### src/logic/pcr_pkg.sv
// pcr_pkg: shared constants for the synthesizer control register bank and its host
// assumes: 100 MHz system clock, 24-bit registers addressed by a 5-bit index
package pcr_pkg;
	// register indices on the link
	localparam logic [4:0] PCR_IDX_ID     = 5'h00;
	localparam logic [4:0] PCR_IDX_ENABLE = 5'h01;
	localparam logic [4:0] PCR_IDX_REFDIV = 5'h02;
	localparam logic [4:0] PCR_IDX_INT    = 5'h03;
	localparam logic [4:0] PCR_IDX_FRAC   = 5'h04;
	localparam logic [4:0] PCR_IDX_SUBSYS = 5'h05;

	// field positions
	localparam int PCR_RDIDX_MSB    = 4;
	localparam int PCR_SOFTRST_BIT  = 5;
	localparam int PCR_ENSEL_BIT    = 0;
	localparam int PCR_SPIEN_BIT    = 1;
	localparam int PCR_KEEP_LSB     = 2;
	localparam int PCR_SUB_SEL_MSB  = 2;
	localparam int PCR_SUB_IDX_LSB  = 3;
	localparam int PCR_SUB_IDX_MSB  = 6;
	localparam int PCR_SUB_PAY_LSB  = 7;
	localparam int PCR_SUB_PAY_MSB  = 15;

	// values after reset
	localparam logic [9:0]  PCR_ENABLE_RST = 10'h002;
	localparam logic [13:0] PCR_REFDIV_RST = 14'h0001;
	localparam logic [18:0] PCR_INT_RST    = 19'h00019;
	localparam logic [23:0] PCR_FRAC_RST   = 24'h000000;
	localparam logic [15:0] PCR_SUBSYS_RST = 16'h0000;

	// legal ranges the host keeps
	localparam logic [23:0] PCR_REFDIV_MIN   = 24'h000001;
	localparam logic [23:0] PCR_REFDIV_MAX   = 24'h003fff;
	localparam logic [23:0] PCR_INT_FRAC_MIN = 24'h000014;
	localparam logic [23:0] PCR_INT_FRAC_MAX = 24'h07fffc;
	localparam logic [23:0] PCR_INT_INT_MIN  = 24'h000010;
	localparam logic [23:0] PCR_INT_INT_MAX  = 24'h07ffff;

	// internal link timing: half period of the link clock in system cycles
	localparam int PCR_SYS_CLK_MHZ   = 100;
	localparam int PCR_LINK_MAX_MHZ  = 50;
	localparam int PCR_LINK_HALF_CYC =
		(PCR_SYS_CLK_MHZ + 2 * PCR_LINK_MAX_MHZ - 1) / (2 * PCR_LINK_MAX_MHZ);

	// host apb register offsets
	localparam logic [7:0] PCR_APB_CTRL   = 8'h00;
	localparam logic [7:0] PCR_APB_ADDR   = 8'h04;
	localparam logic [7:0] PCR_APB_WDATA  = 8'h08;
	localparam logic [7:0] PCR_APB_RDATA  = 8'h0c;
	localparam logic [7:0] PCR_APB_STATUS = 8'h10;

	// host control bits
	localparam int PCR_CTRL_GO      = 0;
	localparam int PCR_CTRL_WRITE   = 1;
	localparam int PCR_CTRL_FRAC    = 2;
	localparam int PCR_CTRL_SOFTRST = 3;
	localparam int PCR_CTRL_CALGRD  = 4;

	typedef enum logic [0:0] {PCR_FWD_IDLE, PCR_FWD_SHIFT} pcr_fwd_type;
endpackage

### src/logic/pcr_link_if.sv
// pcr_link_if: register access link between host controller and register bank
// assumes: both ends on one clock; req held until ack
`timescale 1ns/10ps
interface pcr_link_if;
	logic        req;
	logic        we;
	logic [4:0]  addr;
	logic [23:0] wdata;
	logic        ack;
	logic [23:0] rdata;

	modport dev  (input req, input we, input addr, input wdata, output ack, output rdata);
	modport host (output req, output we, output addr, output wdata, input ack, input rdata);
endinterface

### src/logic/pcr_device.sv
// pcr_device: control register bank of the synthesizer with subsystem forwarding
// assumes: host holds req until ack; enable pin is asynchronous
`timescale 1ns/10ps

// Functional notes
// - index zero reads fixed 24-bit identification
// - written index picks next returned register
// - bit 5 of index zero soft-resets
// - host zeroes upper bits writing index zero
// - select bit picks pin or register enable
// - register enable bit resets to one
// - keep bits hold blocks powered when disabled
// - reference divider 14 bits, reset 1
// - integer divider 19 bits, reset 25
// - fractional value applied only in fractional mode
// - subsystem port fields select, index, payload
// - subsystem port writes forward packets, newest pending one wins
// - subsystem port reads last forwarded value
// - packets shifted out msb first
// - link clock at most 50 MHz
// - calibration overwrites only payload field
// - host uses subsystem select zero
module pcr_device
	import pcr_pkg::*;
#(
	parameter logic [23:0] ID_VALUE = 24'h3c5a96, // arbitrary value
	parameter int          PKT_BITS = 16
) (
	input  wire logic        clk_i,
	input  wire logic        srst_i,
	pcr_link_if.dev          lnk,
	input  wire logic        enable_input_pin_i,
	input  wire logic        frac_mode_i,
	input  wire logic        cal_valid_i,
	input  wire logic [8:0]  cal_payload_i,
	output logic             synth_enable_o,
	output logic [5:0]       block_power_o,
	output logic [13:0]      reference_divide_o,
	output logic [18:0]      integer_divide_o,
	output logic [23:0]      fractional_divide_o,
	output logic             link_clk_o,
	output logic             link_data_o,
	output logic             link_frame_o
);
	logic [4:0]           read_index_r;
	logic [9:0]           enable_r;
	logic [13:0]          refdiv_r;
	logic [18:0]          intdiv_r;
	logic [23:0]          frac_r;
	logic [15:0]          subsys_r;
	logic [15:0]          pend_r;
	logic                 pend_valid_r;
	logic                 ack_r;
	logic [23:0]          rdata_r;
	logic [2:0]           pin_sync_r;
	logic                 pin_level_r;
	logic                 synth_en_r;
	logic [5:0]           power_r;
	logic [23:0]          frac_out_r;
	pcr_fwd_type          fwd_state_r;
	logic [PKT_BITS-1:0]  shift_r;
	logic [4:0]           bit_cnt_r;
	logic                 link_clk_r;
	logic                 frame_r;
	logic [7:0]           tick_cnt_r;
	logic                 tick;
	logic                 take;
	logic                 wr;
	logic                 soft_rst;
	logic                 en_now;
	logic [15:0]          sub_next;

	// readback mux shared by the answer path
	function automatic logic [23:0] read_reg(input logic [4:0] idx);
		logic [23:0] v;
		v = 24'h000000;
		unique case (idx)
			PCR_IDX_ID:     v = ID_VALUE;
			PCR_IDX_ENABLE: v = {14'h0000, enable_r};
			PCR_IDX_REFDIV: v = {10'h000, refdiv_r};
			PCR_IDX_INT:    v = {5'h00, intdiv_r};
			PCR_IDX_FRAC:   v = frac_r;
			PCR_IDX_SUBSYS: v = {8'h00, subsys_r};
			default:        v = 24'h000000;
		endcase
		return v;
	endfunction

	// request decode
	assign take     = lnk.req && !ack_r;
	assign wr       = take && lnk.we;
	assign soft_rst = wr && (lnk.addr == PCR_IDX_ID) && lnk.wdata[PCR_SOFTRST_BIT];

	// link answer: one cycle after a request, data from the previously written index
	always_ff @(posedge clk_i) begin
		if (srst_i) begin
			ack_r   <= 1'b0;
			rdata_r <= 24'h000000;
		end else begin
			ack_r <= take;
			if (take) begin
				rdata_r <= read_reg(read_index_r);
			end
		end
	end
	assign lnk.ack   = ack_r;
	assign lnk.rdata = rdata_r;

	// index zero write: read index and soft reset strobe only
	always_ff @(posedge clk_i) begin
		if (srst_i || soft_rst) begin
			read_index_r <= 5'h00;
		end else if (wr && lnk.addr == PCR_IDX_ID) begin
			read_index_r <= lnk.wdata[PCR_RDIDX_MSB:0];
		end
	end

	// plain read/write divider and enable registers
	always_ff @(posedge clk_i) begin
		if (srst_i) begin
			enable_r <= PCR_ENABLE_RST;
			refdiv_r <= PCR_REFDIV_RST;
			intdiv_r <= PCR_INT_RST;
			frac_r   <= PCR_FRAC_RST;
		end else if (wr) begin
			unique case (lnk.addr)
				PCR_IDX_ENABLE: enable_r <= lnk.wdata[9:0];
				PCR_IDX_REFDIV: refdiv_r <= lnk.wdata[13:0];
				PCR_IDX_INT:    intdiv_r <= lnk.wdata[18:0];
				PCR_IDX_FRAC:   frac_r   <= lnk.wdata;
				default: ;
			endcase
		end
	end

	// enable pin: three stages, change accepted when the last two agree
	always_ff @(posedge clk_i) begin
		if (srst_i) begin
			pin_sync_r  <= 3'h0;
			pin_level_r <= 1'b0;
		end else begin
			pin_sync_r <= {pin_sync_r[1:0], enable_input_pin_i};
			if (pin_sync_r[1] == pin_sync_r[2]) begin
				pin_level_r <= pin_sync_r[2];
			end
		end
	end

	assign en_now = enable_r[PCR_ENSEL_BIT] ? pin_level_r : enable_r[PCR_SPIEN_BIT];

	// enable, block power and divide values driven to the synthesizer
	always_ff @(posedge clk_i) begin
		if (srst_i) begin
			synth_en_r <= 1'b0;
			power_r    <= 6'h00;
			frac_out_r <= 24'h000000;
		end else begin
			synth_en_r <= en_now;
			power_r    <= {6{en_now}} | enable_r[PCR_KEEP_LSB +: 6];
			frac_out_r <= frac_mode_i ? frac_r : 24'h000000;
		end
	end
	assign synth_enable_o      = synth_en_r;
	assign block_power_o       = power_r;
	assign reference_divide_o  = refdiv_r;
	assign integer_divide_o    = intdiv_r;
	assign fractional_divide_o = frac_out_r;

	// next packet: host write value, calibration replaces only the payload
	always_comb begin
		sub_next = pend_valid_r ? pend_r : subsys_r;
		if (wr && lnk.addr == PCR_IDX_SUBSYS) begin
			sub_next = lnk.wdata[15:0];
		end
		if (cal_valid_i) begin
			sub_next[PCR_SUB_PAY_MSB:PCR_SUB_PAY_LSB] = cal_payload_i;
		end
	end

	// pending packet: newest request wins, forwarded once the link is free
	always_ff @(posedge clk_i) begin
		if (srst_i) begin
			pend_r       <= PCR_SUBSYS_RST;
			pend_valid_r <= 1'b0;
		end else if ((wr && lnk.addr == PCR_IDX_SUBSYS) || cal_valid_i) begin
			pend_r       <= sub_next;
			pend_valid_r <= 1'b1;
		end else if (fwd_state_r == PCR_FWD_IDLE) begin
			pend_valid_r <= 1'b0;
		end
	end

	// link rate divider, one-cycle tick per half period
	always_ff @(posedge clk_i) begin
		if (srst_i || fwd_state_r == PCR_FWD_IDLE) begin
			tick_cnt_r <= 8'h00;
		end else if (tick) begin
			tick_cnt_r <= 8'h00;
		end else begin
			tick_cnt_r <= tick_cnt_r + 8'h01;
		end
	end
	assign tick = (tick_cnt_r == 8'(PCR_LINK_HALF_CYC - 1));

	// forwarding machine: data changes on falling link clock, msb first
	always_ff @(posedge clk_i) begin
		if (srst_i) begin
			fwd_state_r <= PCR_FWD_IDLE;
			subsys_r    <= PCR_SUBSYS_RST;
			shift_r     <= '0;
			bit_cnt_r   <= 5'h00;
			link_clk_r  <= 1'b0;
			frame_r     <= 1'b0;
		end else begin
			unique case (fwd_state_r)
				PCR_FWD_IDLE: begin
					if (pend_valid_r) begin
						subsys_r    <= pend_r;
						shift_r     <= pend_r;
						bit_cnt_r   <= 5'(PKT_BITS);
						frame_r     <= 1'b1;
						link_clk_r  <= 1'b0;
						fwd_state_r <= PCR_FWD_SHIFT;
					end
				end
				PCR_FWD_SHIFT: begin
					if (tick) begin
						link_clk_r <= !link_clk_r;
						if (link_clk_r) begin
							shift_r   <= {shift_r[PKT_BITS-2:0], 1'b0};
							bit_cnt_r <= bit_cnt_r - 5'h01;
							if (bit_cnt_r == 5'h01) begin
								frame_r     <= 1'b0;
								fwd_state_r <= PCR_FWD_IDLE;
							end
						end
					end
				end
			endcase
		end
	end
	assign link_clk_o   = link_clk_r;
	assign link_data_o  = shift_r[PKT_BITS-1];
	assign link_frame_o = frame_r;
endmodule // pcr_device

### src/flat_wrapper.sv
// flat-port wrapper written by rule: the top's interface ports become plain ports
module pcr_device_flat import pcr_pkg::*;
#(
	parameter logic [23:0] ID_VALUE = 24'h3c5a96,                   
	parameter int          PKT_BITS = 16
)
  (clk_i, srst_i, enable_input_pin_i, frac_mode_i, cal_valid_i, cal_payload_i, synth_enable_o, block_power_o, reference_divide_o, integer_divide_o, fractional_divide_o, link_clk_o, link_data_o, link_frame_o, lnk_req, lnk_we, lnk_addr, lnk_wdata, lnk_ack, lnk_rdata);
  pcr_link_if lnk_i ();
  input  wire logic clk_i;
  input  wire logic srst_i;
  input  wire logic enable_input_pin_i;
  input  wire logic frac_mode_i;
  input  wire logic cal_valid_i;
  input  wire logic [8:0] cal_payload_i;
  output logic synth_enable_o;
  output logic [5:0] block_power_o;
  output logic [13:0] reference_divide_o;
  output logic [18:0] integer_divide_o;
  output logic [23:0] fractional_divide_o;
  output logic link_clk_o;
  output logic link_data_o;
  output logic link_frame_o;
  input wire logic [$bits(lnk_i.req)-1:0] lnk_req;
  input wire logic [$bits(lnk_i.we)-1:0] lnk_we;
  input wire logic [$bits(lnk_i.addr)-1:0] lnk_addr;
  input wire logic [$bits(lnk_i.wdata)-1:0] lnk_wdata;
  output wire logic [$bits(lnk_i.ack)-1:0] lnk_ack;
  output wire logic [$bits(lnk_i.rdata)-1:0] lnk_rdata;
  assign lnk_i.req = lnk_req;
  assign lnk_i.we = lnk_we;
  assign lnk_i.addr = lnk_addr;
  assign lnk_i.wdata = lnk_wdata;
  assign lnk_ack = lnk_i.ack;
  assign lnk_rdata = lnk_i.rdata;
  pcr_device #(.ID_VALUE(ID_VALUE), .PKT_BITS(PKT_BITS)) u_core (.clk_i(clk_i), .srst_i(srst_i), .lnk(lnk_i), .enable_input_pin_i(enable_input_pin_i), .frac_mode_i(frac_mode_i), .cal_valid_i(cal_valid_i), .cal_payload_i(cal_payload_i), .synth_enable_o(synth_enable_o), .block_power_o(block_power_o), .reference_divide_o(reference_divide_o), .integer_divide_o(integer_divide_o), .fractional_divide_o(fractional_divide_o), .link_clk_o(link_clk_o), .link_data_o(link_data_o), .link_frame_o(link_frame_o));
endmodule
### config.mk
export PLATFORM = sky130hd
export DESIGN_NAME = pcr_device_flat
export DESIGN_NICKNAME = d
export VERILOG_FILES = /design/src/logic/pcr_pkg.sv /design/src/logic/pcr_link_if.sv /design/src/logic/pcr_device.sv /design/src/flat_wrapper.sv
export SDC_FILE = /design/constraint.sdc
export NUM_CORES = 1
export LEC_CHECK = 0
export BUFFER_PORTS_ARGS = -buffer_cell sky130_fd_sc_hd__buf_4
export CORE_UTILIZATION = 40
export CTS_BUF_LIST = sky130_fd_sc_hd__clkbuf_2 sky130_fd_sc_hd__clkbuf_4 sky130_fd_sc_hd__clkbuf_8
export CTS_CLUSTER_SIZE = 40
export DETAILED_ROUTE_END_ITERATION = 6
export HOLD_SLACK_MARGIN = 0.1
export SYNTH_ARGS = -nofsm -noshare
export SYNTH_HDL_FRONTEND = slang
export SYNTH_SLANG_ARGS = --single-unit
### constraint.sdc
create_clock -name clk_i -period 1.6 [get_ports clk_i]
set_input_delay 0.16 -clock clk_i [delete_from_list [all_inputs] [get_ports clk_i]]
set_output_delay 0.16 -clock clk_i [all_outputs]
set_load 0.03 [all_outputs]
== After elaboration in Yosys (flattened, before gate mapping) ==
Index checks and enable logic that the tools add are counted.
Cells by class
  reduce and logical (&&, ||, !) cells: 22
  muxes and demuxes: 28
  bitwise operators: 3
  equality and inequality tests: 17
  $add $sub $neg: 2
Operators by type and width (number)
  case mux 24 bit (6 select lines): 1
  two-way mux 16 bit: 5
  case mux 16 bit (2 select lines): 1
  == test 5 x 2 -> 1 bit, second input constant: 4
  == test 5 x 3 -> 1 bit, second input constant: 4
  == test 5 x 1 -> 1 bit, second input constant: 3
  two-way mux 5 bit: 3
  two-way mux 1 bit: 13
  logical NOT 5 bit: 2
  case mux 5 bit (2 select lines): 1
  AND reduction 2 bit: 5
  two-way mux 9 bit: 1
  adder 8 x 1 -> 8 bit, second input constant: 1
  logical NOT 8 bit: 1
  inequality test 2 bit, second input constant: 4
  OR 6 bit: 1
  case mux 1 bit (2 select lines): 3
  logical AND 1 bit: 5
  subtractor 5 x 1 -> 5 bit, second input constant: 1
  AND reduction 4 bit: 1
  OR reduction 2 bit: 2
  logical OR 1 bit: 3
  AND reduction 3 bit: 1
  logical NOT 1 bit: 2
  other kinds (3): 4
Storage, ports and cells
  input bits: 45
  output and inout bits: 92
  register bits after elaboration: 197

== Depth between registers and ports, before layout ==
  word-level depth: 6
  depth in mapped cells: 7
  depth with buffers taken out: 6

== Worst setup path before layout ==
No wires, ideal clock.
  path type: reg-to-reg
  from: reg u_core.tick_cnt_r[0]
  to: reg u_core.bit_cnt_r[4]
  path buffers: 1
  cell stages (with the launch flop): 8
  slack: 0.005 ns
  data arrival time: 1.507 ns
  period minus slack after synthesis: 1.595 ns
  required time: 1.512 ns
  cells stage by stage: dfxtp_1 inv_1 ha_1 nor4b_4 and3_1 buf_4 a31o_2 a311oi_2
On the way
  cells in the longest elaborated chain, start to end: 3
Ends and longest elaborated chain
  from (decl): line pcr_device.sv:65  | logic [7:0] tick_cnt_r;
  from (signal assigned): line pcr_device.sv:200  | tick_cnt_r <= tick_cnt_r + 8'h01;
  logical NOT 8 bit: line pcr_device.sv:203  | assign tick = (tick_cnt_r == 8'(PCR_LINK_HALF_CYC - 1));
  inequality test 2 bit (no line)
  AND reduction 3 bit (no line)
  to (signal assigned): line pcr_device.sv:220  | bit_cnt_r <= 5'(PKT_BITS);
  to (signal assigned): line pcr_device.sv:231  | bit_cnt_r <= bit_cnt_r - 5'h01;
  to (decl): line pcr_device.sv:62  | logic [4:0] bit_cnt_r;
No other way between the ends.
A chain may end at the register's enable or synchronous reset.

== Worst setup path after layout ==
  from: reg u_core.tick_cnt_r[1]
  to: reg u_core.shift_r[15]
On the way
  cells in the longest elaborated chain, start to end: 3
Ends and longest elaborated chain
  logical NOT 8 bit: line pcr_device.sv:203
  inequality test 2 bit (no line)
  AND reduction 3 bit (no line)
  to (signal assigned): line pcr_device.sv:219  | shift_r <= pend_r;
  to (signal assigned): line pcr_device.sv:230  | shift_r <= {shift_r[PKT_BITS-2:0], 1'b0};
  to (decl): line pcr_device.sv:61  | logic [PKT_BITS-1:0] shift_r;
No other way between the ends.

==> results.toml <==
[setup_path]
r2r_start = "u_core.tick_cnt_r[1]"
crit_start = "u_core.tick_cnt_r[1]"
crit_path_start_kind = "flop"
crit_required_ps = 1950
crit_arrival_ps = 1920
critPathKind = "flop to flop"
worst_setup_path_end_kind = "flop"
critPathMaxFanout = 8

[logic_synthesis]
synth_top_family_by_area = "simple AND/OR/NAND/NOR gates"
netlist_area_mm2 = 0.00784
yosysUniqueCellTypes = 62
synth-compound-area-share_pct = 14.9
synth-edff-count = 0
syn_inst = 852
ys.warnings.count = 0
avgSynthCellArea_um2 = 9.20
ys_ff_latch = 197
synthAdderAreaFrac_pct = 0.639
yosysMostFrequentCell = "dfxtp_1"
synth_common_cells = "dfxtp_1, nand2_1, nor2_1"
synth_nets = 901
synth_simple_gate_area_share_pct = 20.8
synth_top_cell_by_area = "dfxtp_1"
synthTopCellsByArea = "dfxtp_1, mux2i_1, nand2_1"
async_reset_ff_share_pct = 0
synth_xor_area_share_pct = 0.782
yosysSeqAreaShare_pct = 50.3
muxShareOfSynthArea_pct = 8.32
synth_top_area_share_pct = 50.3
ys.flop_type = "dfxtp_1"

[cts]
cts.clk_slew.worst_paths_ps = 110
h-tree-depth = 4
cts_made_buffers = 17
clkLatencyLatePin_ps = 470
clkSinkCount = 197
cts_tree = "yes"
root_buffer = "clkbuf_8"
cts_max_path_buffers = 2

[placed_design]
port_buffers = 136
place_congestion = 0.860
postPlaceCellArea_mm2 = 0.00941
hpwl_um = 15200

[sta]
setup_viol = 0
slew_headroom_pct = 56.5
fin_worst_skew_ps = 12.6
fmax_mhz = 636
rsz0062_at_grt = "yes"
drv_slew = 0
period_minus_slack_ps = 1570
fin_crit_sh_pct = 98.3
fin_hold_ws_ps = 129
tns_ps = 0
worstMarginPinSlew_ps = 649
hold_viol_final = 0

[detailed_routing]
wl_per_cell_um = 16.7
vias_per_cell = 5.14
ant_nets = 0
drt_iter0_drc = 340
wirelength_um = 22000
drt_pass1_iterations = 5
vias = 6764
drcViolationCount = 0

[global_routing]
grt_overflow = 0
track_usage_pct = 21.9
grt_max_degree = 106
grt_pass1_vias = 6421
antenna_found_initial = 0
grt_pass1_wl_um = 34200

[power_and_ir_drop]
power_leakage_uw = 0.00419
ir_drop_v = 0.000498
powerDensity_mw_per_mm2 = 876

[finish]
nNetsFinal = 1092
syn_to_final_growth_pct = 32.1
fin_area_mm2 = 0.0104
antenna_cells = 0
drive_above_1_share_pct = 26.5

[min_path]
holdCritPathClass = "primary input to flop"
hold_start = "srst_i"

[run_status]
status = "complete, no violations"

[job]
drv_cap = 0

[die]
die_x_um = 142
core_mm2 = 0.0190
num_io_pins = 137
die_y_um = 142
start_util_pct = 41.3
die-area_mm2 = 0.0202
rows = 50
[cells in the final DEF (no fill, tap or decap), types with 5 or more instances in the layout]
master	synthesis	routed
dfxtp_1	197	191
o221a_2	14	5
a31oi_1	6	6
a211oi_1	20	20
dfxtp_2	0	5
nand2_1	139	139
buf_12	0	11
o21a_1	6	6
o221a_4	0	9
and2_1	24	24
buf_4	12	181
clkbuf_8	0	20
a22oi_1	11	11
inv_1	7	5
nand4_1	5	5
mux2i_1	64	64
dlygate4sd3_1	0	35
a221oi_1	14	14
nor2b_1	13	11
inv_6	0	6
a21oi_1	69	69
xor2_1	6	6
o21ai_0	15	15
nand3_1	17	16
nor3_1	8	7
nor2_1	103	103
[area by class of cell]
class | instances | area, µm²
tap | 260 | 325
sequential | 197 | 3950
inverter | 9 | 33.8
multi-input combinational | 588 | 3710
clock inverter | 11 | 87.6
fill | 1773 | 8600
timing repair buffer | 230 | 1960
clock buffer | 21 | 283
[routing by layer]
metal | GRT usage, % | up-vias | wire [µm]
li1 | - | 3341 | -
met1 | 30.0 | 3206 | 10300
met2 | 35.9 | 198 | 10300
met3 | 3.40 | 19 | 1070
met4 | 5.83 | 0 | 280
met5 | 0 | - | 0
[power by group]
group	switching, µW	internal [µW]
clock network	1820	1250
registers	91.1	5020
logic	485	398
total	2400	6660
[what timing repair did]
item                       4_1_cts  5_1_grt
setup endpoints to repair       16       47
cloned                           0        0
pin swaps                        1        4
hold buffers                    35        0
setup buffers                    2        4
resized for setup                6       31
hold endpoints to repair        85        0
[critical path, stage by stage (launching register included)]
cell and delay [ps]:
dfxtp_2 330, inv_2 60, ha_4 120, nor4b_4 190, buf_6 160, nand4_4 150
buf_6 190, o221a_4 250
[through the flow]
step           cells  util, %  total power [µW]  worst slack [ps]
2_1_floorplan    852        -              5630              4.87
3_3_place_gp    1243     49.6              6000             -37.8
3_5_place_dp    1243     49.6              6000             -27.4
4_1_cts         1312     53.6              9100              4.34
5_1_grt         1316     54.6              9410             -60.6
6_report        1316     54.6              9060              26.8
[cell families (layout without fill, tap and decap cells)]
logic type               Yosys count  after routing
AO/OA/AOI/OAI                    169            169
XOR/XNOR                           7              7
adder cells (fa/ha/maj)            4              4
buffers and inverters             67            271
flip-flops                       197            197
multiplexers                      65             65
AND/OR/NAND/NOR                  343            343
[final timing paths]
path | end | slack (ps) | cells past startpoint
worst max-delay path | u_core.shift_r[15] | 30 | 7
worst min-delay path | u_core.lnk.rdata[6] | 130 | 4
worst max register to register | u_core.shift_r[15] | 30 | 7
worst min register to register | u_core.pin_sync_r[1] | 450 | 1
[flip-flops by register name (all words and copies together) (netlist names), 14 cells and up]
name	count
u_core.frac_r	24
u_core.fractional_divide_o	24
u_core.lnk.rdata	24
u_core.integer_divide_o	19
u_core.pend_r	16
u_core.shift_r	16
u_core.subsys_r	16
u_core.reference_divide_o	14
Power figures use the tool's default switching activity.
